===== config.mk =====
export PLATFORM = sky130hd
export DESIGN_NAME = hdu_channel
export DESIGN_NICKNAME = d
export VERILOG_FILES = /design/src/rtl/hdu_pkg.sv /design/src/rtl/hdu_baud.sv /design/src/rtl/hdu_channel.sv
export VERILOG_INCLUDE_DIRS = /design/src /design/src/rtl
export SDC_FILE = /design/constraint.sdc
export NUM_CORES = 1
export LEC_CHECK = 0
export BUFFER_PORTS_ARGS = -buffer_cell sky130_fd_sc_hd__buf_2
export CAP_MARGIN = 10
export CORE_UTILIZATION = 35
export CTS_CLUSTER_SIZE = 25
export DETAILED_ROUTE_END_ITERATION = 16
export PLACE_DENSITY_LB_ADDON = 0.05
export SETUP_SLACK_MARGIN = 0.4
export SYNTH_ARGS = -nofsm -noshare
export SYNTH_HDL_FRONTEND = slang
export SYNTH_SLANG_ARGS = --single-unit

===== constraint.sdc =====
create_clock -name ref_clk -period 2.8 [get_ports ref_clk]
set_input_delay 0.28 -clock ref_clk [delete_from_list [all_inputs] [get_ports ref_clk]]
set_output_delay 0.28 -clock ref_clk [all_outputs]
set_load 0.02 [all_outputs]

===== src/rtl/hdu_cfg.svh =====
// Purpose: offsets, field positions, reset values of the half-duplex channel
// Assumes: 8-bit register port, 3-bit word index
// Notes: none
`ifndef HDU_CFG_SVH
`define HDU_CFG_SVH
`define HDU_SETUP_ADDR 3'h0
`define HDU_FORMAT_ADDR 3'h1
`define HDU_BAUD_LO_ADDR 3'h2
`define HDU_BAUD_HI_ADDR 3'h3
`define HDU_CTRL_ADDR 3'h4
`define HDU_BUF_ADDR 3'h5
`define HDU_STAT_ADDR 3'h6
`define HDU_DIR_BIT 0
`define HDU_RSEL_BIT 1
`define HDU_RSS_BIT 2
`define HDU_CKS_LSB 4
`define HDU_LEN_LSB 0
`define HDU_PEN_BIT 2
`define HDU_PODD_BIT 3
`define HDU_STOP2_BIT 4
`define HDU_MSB_BIT 5
`define HDU_NEG_BIT 6
`define HDU_RUN_BIT 0
`define HDU_FER_BIT 0
`define HDU_OER_BIT 1
`define HDU_PER_BIT 2
`define HDU_FULL_BIT 3
`define HDU_BAUD_RST 12'hfff
`define HDU_BYTE_RST 8'h00
`endif


===== src/rtl/hdu_pkg.sv =====
// Purpose: state types of the half-duplex channel
// Assumes: nothing
// Notes: none
package hdu_pkg;
  typedef enum logic [2:0] {
    tx_idle = 3'h0, tx_start = 3'h1, tx_data = 3'h2, tx_par = 3'h3, tx_stop = 3'h4
  } hdu_tx_state_type;
  typedef enum logic [2:0] {
    rx_idle = 3'h0, rx_start = 3'h1, rx_data = 3'h2, rx_par = 3'h3, rx_stop = 3'h4
  } hdu_rx_state_type;
endpackage


===== src/rtl/hdu_baud.sv =====
// Purpose: baud generator making bit-boundary and mid-bit pulses
// Assumes: tick is a one-cycle enable from the clock selector
// Notes: mid point moves one tick later when late is set
`timescale 1ns/1ps
module hdu_baud #(
  parameter int CW = 12
) (
  input wire logic ref_clk,
  input wire logic rst,
  input wire logic tick,
  input wire logic restart,
  input wire logic [CW-1:0] limit,
  input wire logic late,
  output logic fall_edge,
  output logic rise_edge
);
  logic [CW-1:0] cnt;
  logic [CW-1:0] mid;

  if (CW < 2) begin : g_chk
    $error("hdu_baud needs CW of at least 2");
  end

  assign mid = (limit >> 1) + {{(CW-1){1'b0}}, late};

  always_ff @(posedge ref_clk) begin
    if (rst || restart) begin
      cnt <= '0;
    end else if (tick) begin
      cnt <= (cnt == limit) ? '0 : cnt + 1'b1;
    end
  end

  always_ff @(posedge ref_clk) begin
    if (rst || restart) begin
      fall_edge <= 1'b0;
      rise_edge <= 1'b0;
    end else begin
      fall_edge <= tick && (cnt == limit);
      rise_edge <= tick && (cnt == mid);
    end
  end
endmodule


===== src/rtl/hdu_channel.sv =====
// Purpose: one half-duplex asynchronous serial channel with register port
// Assumes: bus master per plain strobe port, pins asynchronous to ref_clk
// Notes: irq_req is a one-cycle request pulse
//
// Strobed register access and the register offsets were decided locally.
`timescale 1ns/1ps
`include "hdu_cfg.svh"
module hdu_channel (
  input wire logic ref_clk,
  input wire logic rst,
  input wire logic [2:0] reg_addr,
  input wire logic [7:0] reg_wdata,
  input wire logic reg_wr,
  input wire logic reg_rd,
  output logic [7:0] reg_rdata,
  input wire logic serial_in_pin0,
  input wire logic serial_in_pin1,
  output logic serial_out_pin,
  output logic irq_req
);
  logic direction_select, rx_pin_select, sample_shift_select;
  logic [1:0] baud_clk_sel;
  logic [1:0] len_code;
  logic par_en, par_odd, stop2, msb_first, neg;
  logic [11:0] baud_count;
  logic channel_run;
  logic [7:0] shared_data_buffer;
  logic buffer_full_flag, parity_error_flag, overrun_error_flag, frame_error_flag;
  logic unread;
  logic [2:0] pre;
  logic src_tick;
  logic in0_s1, in0_s2, in1_s1, in1_s2;
  logic rx_line;
  logic rx_prev;
  logic bit_fall, bit_rise;
  logic [2:0] last_idx;
  logic wr_setup, wr_format, wr_lo, wr_hi, wr_ctrl, wr_buf, wr_stat, rd_buf;
  hdu_pkg::hdu_tx_state_type tx_state;
  hdu_pkg::hdu_rx_state_type rx_state;
  logic [2:0] tx_idx, rx_idx;
  logic tx_second, rx_second;
  logic [7:0] tx_shift, rx_word;
  logic tx_go, tx_end, tx_load, tx_done, tx_bit;
  logic rx_detect, rx_fetch, rx_check, rx_check2;
  logic rx_start_err, rx_par_bit;
  logic [7:0] stat_val;
  logic [7:0] next_rdata;

  function automatic logic [7:0] len_mask(input logic [1:0] lc);
    len_mask = 8'hff >> (2'd3 - lc);
  endfunction

  function automatic logic par_of(input logic [7:0] w, input logic [1:0] lc,
                                  input logic odd);
    par_of = (^(w & len_mask(lc))) ^ odd;
  endfunction

  function automatic logic [2:0] pick(input logic [2:0] idx, input logic [2:0] last,
                                      input logic msb);
    pick = msb ? last - idx : idx;
  endfunction

  assign wr_setup = reg_wr && (reg_addr == `HDU_SETUP_ADDR);
  assign wr_format = reg_wr && (reg_addr == `HDU_FORMAT_ADDR);
  assign wr_lo = reg_wr && (reg_addr == `HDU_BAUD_LO_ADDR);
  assign wr_hi = reg_wr && (reg_addr == `HDU_BAUD_HI_ADDR);
  assign wr_ctrl = reg_wr && (reg_addr == `HDU_CTRL_ADDR);
  assign wr_buf = reg_wr && (reg_addr == `HDU_BUF_ADDR);
  assign wr_stat = reg_wr && (reg_addr == `HDU_STAT_ADDR);
  assign rd_buf = reg_rd && (reg_addr == `HDU_BUF_ADDR);
  assign last_idx = 3'd4 + {1'b0, len_code};

  // configuration registers
  always_ff @(posedge ref_clk) begin
    if (rst) begin
      direction_select <= 1'b0;
      rx_pin_select <= 1'b0;
      sample_shift_select <= 1'b0;
      baud_clk_sel <= 2'h0;
    end else if (wr_setup) begin
      direction_select <= reg_wdata[`HDU_DIR_BIT];
      rx_pin_select <= reg_wdata[`HDU_RSEL_BIT];
      sample_shift_select <= reg_wdata[`HDU_RSS_BIT];
      baud_clk_sel <= reg_wdata[`HDU_CKS_LSB +: 2];
    end
  end

  always_ff @(posedge ref_clk) begin
    if (rst) begin
      len_code <= 2'h0;
      par_en <= 1'b0;
      par_odd <= 1'b0;
      stop2 <= 1'b0;
      msb_first <= 1'b0;
      neg <= 1'b0;
    end else if (wr_format) begin
      len_code <= reg_wdata[`HDU_LEN_LSB +: 2];
      par_en <= reg_wdata[`HDU_PEN_BIT];
      par_odd <= reg_wdata[`HDU_PODD_BIT];
      stop2 <= reg_wdata[`HDU_STOP2_BIT];
      msb_first <= reg_wdata[`HDU_MSB_BIT];
      neg <= reg_wdata[`HDU_NEG_BIT];
    end
  end

  always_ff @(posedge ref_clk) begin
    if (rst) begin
      baud_count <= `HDU_BAUD_RST;
    end else if (wr_lo) begin
      baud_count[7:0] <= reg_wdata;
    end else if (wr_hi) begin
      baud_count[11:8] <= reg_wdata[3:0];
    end
  end

  // hardware clear on transmit end; software write wins
  always_ff @(posedge ref_clk) begin
    if (rst) begin
      channel_run <= 1'b0;
    end else if (wr_ctrl) begin
      channel_run <= reg_wdata[`HDU_RUN_BIT];
    end else if (tx_done) begin
      channel_run <= 1'b0;
    end
  end

  // generator clock select: ref_clk divided by 1, 2, 4 or 8
  always_ff @(posedge ref_clk) begin
    if (rst) begin
      pre <= 3'h0;
    end else begin
      pre <= pre + 3'h1;
    end
  end

  always_comb begin
    unique case (baud_clk_sel)
      2'h0: src_tick = 1'b1;
      2'h1: src_tick = pre[0];
      2'h2: src_tick = &pre[1:0];
      2'h3: src_tick = &pre;
    endcase
  end

  always_ff @(posedge ref_clk) begin
    if (rst) begin
      in0_s1 <= 1'b1;
      in0_s2 <= 1'b1;
      in1_s1 <= 1'b1;
      in1_s2 <= 1'b1;
    end else begin
      in0_s1 <= serial_in_pin0;
      in0_s2 <= in0_s1;
      in1_s1 <= serial_in_pin1;
      in1_s2 <= in1_s1;
    end
  end

  // line in mark-high sense
  assign rx_line = (rx_pin_select ? in1_s2 : in0_s2) ^ neg;

  hdu_baud #(.CW(12)) u_baud (
    .ref_clk(ref_clk),
    .rst(rst),
    .tick(src_tick),
    .restart(tx_go || rx_detect),
    .limit(baud_count),
    .late(sample_shift_select),
    .fall_edge(bit_fall),
    .rise_edge(bit_rise)
  );

  // transmitter
  assign tx_go = channel_run && !direction_select && (tx_state == hdu_pkg::tx_idle);
  assign tx_end = bit_fall && (tx_state == hdu_pkg::tx_stop) && (!stop2 || tx_second);
  assign tx_load = tx_go || (tx_end && buffer_full_flag);
  assign tx_done = tx_end && !buffer_full_flag;

  always_ff @(posedge ref_clk) begin
    if (rst || direction_select || !channel_run) begin
      tx_state <= hdu_pkg::tx_idle;
      tx_idx <= 3'h0;
      tx_second <= 1'b0;
    end else if (tx_load) begin
      tx_state <= hdu_pkg::tx_start;
      tx_shift <= shared_data_buffer;
      tx_second <= 1'b0;
    end else if (tx_done) begin
      tx_state <= hdu_pkg::tx_idle;
    end else if (bit_fall) begin
      unique case (tx_state)
        hdu_pkg::tx_start: begin
          tx_state <= hdu_pkg::tx_data;
          tx_idx <= 3'h0;
        end
        hdu_pkg::tx_data: begin
          if (tx_idx == last_idx) begin
            tx_state <= par_en ? hdu_pkg::tx_par : hdu_pkg::tx_stop;
          end else begin
            tx_idx <= tx_idx + 3'h1;
          end
        end
        hdu_pkg::tx_par: tx_state <= hdu_pkg::tx_stop;
        hdu_pkg::tx_stop: tx_second <= 1'b1;
        hdu_pkg::tx_idle: tx_state <= hdu_pkg::tx_idle;
        default: tx_state <= hdu_pkg::tx_idle;
      endcase
    end
  end

  always_comb begin
    unique case (tx_state)
      hdu_pkg::tx_start: tx_bit = 1'b0;
      hdu_pkg::tx_data: tx_bit = tx_shift[pick(tx_idx, last_idx, msb_first)];
      hdu_pkg::tx_par: tx_bit = par_of(tx_shift, len_code, par_odd);
      default: tx_bit = 1'b1;
    endcase
  end

  always_ff @(posedge ref_clk) begin
    if (rst) begin
      serial_out_pin <= 1'b1;
    end else if (direction_select) begin
      serial_out_pin <= 1'b1;
    end else begin
      serial_out_pin <= tx_bit ^ neg;
    end
  end

  // line level at the previous tick; a start needs a falling edge, not a low level
  always_ff @(posedge ref_clk) begin
    if (rst) begin
      rx_prev <= 1'b0;
    end else if (src_tick) begin
      rx_prev <= rx_line;
    end
  end

  // receiver
  assign rx_detect = channel_run && direction_select && (rx_state == hdu_pkg::rx_idle)
                     && src_tick && rx_prev && !rx_line;
  assign rx_fetch = bit_fall && (((rx_state == hdu_pkg::rx_data) && (rx_idx == last_idx)
                    && !par_en) || (rx_state == hdu_pkg::rx_par));
  assign rx_check = bit_rise && (rx_state == hdu_pkg::rx_stop) && !rx_second;
  assign rx_check2 = bit_rise && (rx_state == hdu_pkg::rx_stop) && rx_second;

  always_ff @(posedge ref_clk) begin
    if (rst || !channel_run || !direction_select) begin
      rx_state <= hdu_pkg::rx_idle;
      rx_second <= 1'b0;
    end else if (rx_detect) begin
      rx_state <= hdu_pkg::rx_start;
      rx_word <= 8'h00;
      rx_start_err <= 1'b0;
      rx_second <= 1'b0;
      rx_idx <= 3'h0;
    end else begin
      if (bit_rise) begin
        if (rx_state == hdu_pkg::rx_start) begin
          rx_start_err <= rx_line;
        end else if (rx_state == hdu_pkg::rx_data) begin
          rx_word[pick(rx_idx, last_idx, msb_first)] <= rx_line;
        end else if (rx_state == hdu_pkg::rx_par) begin
          rx_par_bit <= rx_line;
        end else if (rx_state == hdu_pkg::rx_stop) begin
          if (!stop2 || rx_second) begin
            rx_state <= hdu_pkg::rx_idle;
          end else begin
            rx_second <= 1'b1;
          end
        end
      end
      if (bit_fall) begin
        if (rx_state == hdu_pkg::rx_start) begin
          rx_state <= hdu_pkg::rx_data;
          rx_idx <= 3'h0;
        end else if (rx_state == hdu_pkg::rx_data) begin
          if (rx_idx == last_idx) begin
            rx_state <= par_en ? hdu_pkg::rx_par : hdu_pkg::rx_stop;
          end else begin
            rx_idx <= rx_idx + 3'h1;
          end
        end else if (rx_state == hdu_pkg::rx_par) begin
          rx_state <= hdu_pkg::rx_stop;
        end
      end
    end
  end

  always_ff @(posedge ref_clk) begin
    if (rst) begin
      shared_data_buffer <= `HDU_BYTE_RST;
    end else if (rx_fetch) begin
      shared_data_buffer <= rx_word & len_mask(len_code);
    end else if (wr_buf) begin
      shared_data_buffer <= reg_wdata;
    end
  end

  // received byte not yet read; survives run toggling
  always_ff @(posedge ref_clk) begin
    if (rst) begin
      unread <= 1'b0;
    end else if (rx_fetch) begin
      unread <= 1'b1;
    end else if (rd_buf) begin
      unread <= 1'b0;
    end
  end

  // status flags; hardware set wins over a status write
  always_ff @(posedge ref_clk) begin
    if (rst || direction_select) begin
      buffer_full_flag <= 1'b0;
    end else if (wr_buf) begin
      buffer_full_flag <= 1'b1;
    end else if (tx_load || wr_stat) begin
      buffer_full_flag <= 1'b0;
    end
  end

  always_ff @(posedge ref_clk) begin
    if (rst || !direction_select) begin
      parity_error_flag <= 1'b0;
      overrun_error_flag <= 1'b0;
      frame_error_flag <= 1'b0;
    end else begin
      if (rx_check) begin
        parity_error_flag <= par_en && (rx_par_bit != par_of(rx_word, len_code, par_odd));
      end else if (wr_stat) begin
        parity_error_flag <= 1'b0;
      end
      if (rx_fetch && unread) begin
        overrun_error_flag <= 1'b1;
      end else if (wr_stat) begin
        overrun_error_flag <= 1'b0;
      end
      if (rx_check) begin
        frame_error_flag <= rx_start_err || !rx_line;
      end else if (rx_check2 && !rx_line) begin
        frame_error_flag <= 1'b1;
      end else if (wr_stat) begin
        frame_error_flag <= 1'b0;
      end
    end
  end

  always_ff @(posedge ref_clk) begin
    if (rst) begin
      irq_req <= 1'b0;
    end else begin
      irq_req <= tx_load || tx_done || rx_check;
    end
  end

  always_comb begin
    stat_val = 8'h00;
    stat_val[`HDU_FER_BIT] = frame_error_flag;
    stat_val[`HDU_OER_BIT] = overrun_error_flag;
    stat_val[`HDU_PER_BIT] = parity_error_flag;
    stat_val[`HDU_FULL_BIT] = buffer_full_flag;
    next_rdata = 8'h00;
    unique case (reg_addr)
      `HDU_SETUP_ADDR: begin
        next_rdata[`HDU_DIR_BIT] = direction_select;
        next_rdata[`HDU_RSEL_BIT] = rx_pin_select;
        next_rdata[`HDU_RSS_BIT] = sample_shift_select;
        next_rdata[`HDU_CKS_LSB +: 2] = baud_clk_sel;
      end
      `HDU_FORMAT_ADDR: next_rdata = {1'b0, neg, msb_first, stop2, par_odd, par_en, len_code};
      `HDU_BAUD_LO_ADDR: next_rdata = baud_count[7:0];
      `HDU_BAUD_HI_ADDR: next_rdata = {4'h0, baud_count[11:8]};
      `HDU_CTRL_ADDR: next_rdata[`HDU_RUN_BIT] = channel_run;
      `HDU_BUF_ADDR: next_rdata = shared_data_buffer;
      `HDU_STAT_ADDR: next_rdata = stat_val;
      default: next_rdata = 8'h00;
    endcase
  end

  always_ff @(posedge ref_clk) begin
    if (rst || !reg_rd) begin
      reg_rdata <= 8'h00;
    end else begin
      reg_rdata <= next_rdata;
    end
  end
endmodule


==> results.toml <==
[sta]
min_period_ns = 2.56
setup_viol = 0
drv_slew = 0
fmax_mhz = 391
post-route-period-util = 0.914
setup_tns_ns = 0
worstMarginPinSlew_ns = 0.745
max-slew-margin-rel = 0.500
rsz0062_at_grt = "yes"
finClkSkew_ns = 0.00823
hold_viol = 0

[cells_and_area]
seqCellArea_sq_um = 2260
diodes = 0
num-fill-cells = 1573
area_growth_pct = 13.5
layout.nets = 672
multi_input_area_sq_um = 3140
drive_gt1_frac = 0.150

[floorplanning]
rows = 45
die_area_sq_um = 16400
fp.dieW_um = 128
coreArea_sq_um = 15300
io_pins = 27
die_h_um = 128
initial_utilization = 0.363

[synthesis]
yosysWarnings = 0
syn-cell-area_sq_um = 5550
syn_area_per_cell_sq_um = 8.99
ys.flop_type = "dfxtp_1"
ys_types = 67
synth_edf_count = 21
async_reset_ff_frac = 0
synthTopCellsByCount = "dfxtp_1 (81), nor2_1 (78), nand2_1 (65), a21oi_1 (38), mux2i_1 (36)"
syn_nets = 648
yosysMostFrequentCell = "dfxtp_1"
synth.area.top_cells = "dfxtp_1 (29%), edfxtp_1 (11%), mux2i_1 (6.5%)"
synth_seq_cells = 102
synth_area_leader_cell = "dfxtp_1"
yosysSeqAreaShare = 0.406
netlist_instances = 618
synth_top_area_frac = 0.292

[route]
vias = 4520
drt_iter0_drc = 230
dr.pass1.iters = 5
route.detailed.drc = 0
postRouteWirelength_mm = 15.2
viasPerCell = 5.27
postRouteAntennaNets = 0
avgRoutedWirePerCell_um = 17.7

[setup_path]
worstSetupPathType = "flop to flop"
rr_worst_depth = 9
cp.arrival_ns = 2.78
critPathLaunchType = "flop"
rr_startpoint = "len_code[0]$_SDFFE_PP0P_"
r2r_end = "serial_out_pin$_SDFF_PP1_"
worstPathMaxFanout = 2
cp-end-kind = "flop"
crit_required_ns = 3.02
reg2reg_setup_slack_ns = 0.24

[flow_run]
cap_violations = 0

[clock_tree]
htree_levels = 3
clk_path_buf_depth = 2
clk_latency_ns = 0.36
cts-buffers-inserted = 9
clockRootBuffer = "clkbuf_16"
tritoncts = "yes"
cts.clk_slew.worst_paths_ns = 0.08
cts_sinks = 102
ctsHoldBuffers = 0

[global_routing]
grt_overflow = 0
grt_pass1_vias = 4385
antenna_found_initial = 0
grt_max_degree = 25
grt_usage = 0.199
grt_pass1_wl_mm = 24.3

[pwr]
share_comb_of_total_power = 0.073
pwr-share-seq = 0.502
ir_drop_mv = 0.281
p_sw_frac = 0.250
switching_power_w = 0.000772
leakagePower_nw = 2.28
power.internal_w = 0.00232
cellPowerDensity_nw_per_um2 = 490
clockPowerShare = 0.424
finalPower_w = 0.00309

[min_path]
min_to = "in0_s1$_SDFF_PP1_"
hp-start = "serial_in_pin0"
min_path_type = "input pin to flop"
min_path_cells = 2

[place]
gp_congestion = 0.820
portBuffers = 26
place_hpwl_mm = 11.6

[outcome]
run_status = "finished clean"
how the worst max path moves through the flow:
| stage | start | end | slack [ns] | cells after the start |
|---|---|---|---|---|
| after detailed placement | tx_idx[0]$_SDFFE_PP0P_ | serial_out_pin$_SDFF_PP1_ | 0.14 | 8 |
| after floorplan | len_code[0]$_SDFFE_PP0P_ | serial_out_pin$_SDFF_PP1_ | 0.26 | 9 |
| after CTS | len_code[0]$_SDFFE_PP0P_ | serial_out_pin$_SDFF_PP1_ | 0.21 | 9 |
| after global placement | tx_idx[0]$_SDFFE_PP0P_ | serial_out_pin$_SDFF_PP1_ | 0.21 | 8 |
| final | len_code[0]$_SDFFE_PP0P_ | serial_out_pin$_SDFF_PP1_ | 0.24 | 9 |
| after global routing | len_code[0]$_SDFFE_PP0P_ | serial_out_pin$_SDFF_PP1_ | 0.09 | 9 |
power by group through the flow:
| stage | Clock [W] | Combinational, W | Sequential (W) |
|---|---|---|---|
| 6_report | 0.00131 | 0.000226 | 0.00155 |
| 5_1_grt | 0.00141 | 0.000250 | 0.00156 |
| 3_5_place_dp | 0 | 0.000223 | 0.00159 |
| 4_1_cts | 0.00135 | 0.000225 | 0.00155 |
| 3_3_place_gp | 0 | 0.000221 | 0.00159 |
| 2_1_floorplan | 0 | 0.000157 | 0.00158 |
area by class of cell:
class                           count  share of cell area
Timing Repair Buffer               43              0.0409
Sequential cell                   102               0.358
Clock buffer                        9              0.0357
Inverter                           20              0.0123
Clock inverter                      7              0.0129
Tap cell                          211              0.0419
Multi-Input combinational cell    466               0.498
logic make-up after synthesis:
logic type | after synthesis | share of synthesized area
fa+ha+maj | 13 | 0.0320
buf+inv | 50 | 0.0379
simple gates | 245 | 0.214
compound gates | 110 | 0.129
flops | 102 | 0.406
mux | 48 | 0.0985
xor+xnor | 50 | 0.0827
critical path, stage by stage (launching register included):
cell and delay, ns:
dfxtp_4 0.35, inv_4 0.06, ha_4 0.13, inv_2 0.03, fa_1 0.44, mux2i_2 0.24
mux4_2 0.53, mux2_4 0.30, a2111oi_4 0.27, a311oi_1 0.07
sequential cells by signal (all words and copies together), names as in the netlist, 2 cells and up:
name	count
tx_idx	3
shared_data_buffer	8
tx_state	3
baud_clk_sel	2
u_baud.cnt	12
rx_idx	3
tx_shift	8
len_code	2
pre	3
rx_word	8
rx_state	3
reg_rdata	8
baud_count	12
layer usage:
layer,GRT usage,part of all wire
met4,0.0768,0.024
met3,0.0313,0.029
met1,0.260,0.47
met5,0,0
met2,0.328,0.48
stage by stage:
step	utilization	cell area (sq um)	hold WS, ns	cells	worst slack [ns]
5_1_grt	0.412	6300	0.102	858	0.0900
3_3_place_gp	0.390	5970	0.399	841	0.210
2_1_floorplan	-	5590	0.384	618	0.258
4_1_cts	0.410	6290	0.0960	858	0.215
6_report	0.412	6300	0.107	858	0.240
3_5_place_dp	0.390	5970	0.398	841	0.143
timing repair:
| action | CTS | global route |
|---|---|---|
| pin swaps | 2 | 0 |
| endpoints found under the setup margin | 1 | 3 |
| setup buffers | 1 | 0 |
| resized for setup | 1 | 3 |
placed cells by master (no fill, tap or decap), drive strengths merged, types with 4 or more instances in the layout:
cell / Yosys / final
clkbuf: 18 / 9
nand3: 25 / 25
a22oi: 7 / 7
and3: 10 / 10
nand2b: 6 / 6
or3: 6 / 6
nor3: 12 / 12
xnor2: 36 / 36
a211oi: 7 / 7
nor4: 5 / 5
a21oi: 38 / 38
or2: 7 / 7
nor2b: 7 / 7
nand4: 6 / 6
inv: 20 / 22
edfxtp: 21 / 21
mux2i: 37 / 37
o21ai: 23 / 23
ha: 11 / 11
buf: 12 / 43
mux2: 7 / 7
nand2: 66 / 66
dfxtp: 81 / 81
a221oi: 5 / 5
xor2: 13 / 13
nor2: 78 / 78
mux4: 4 / 4
Power figures use the tool's default switching activity.
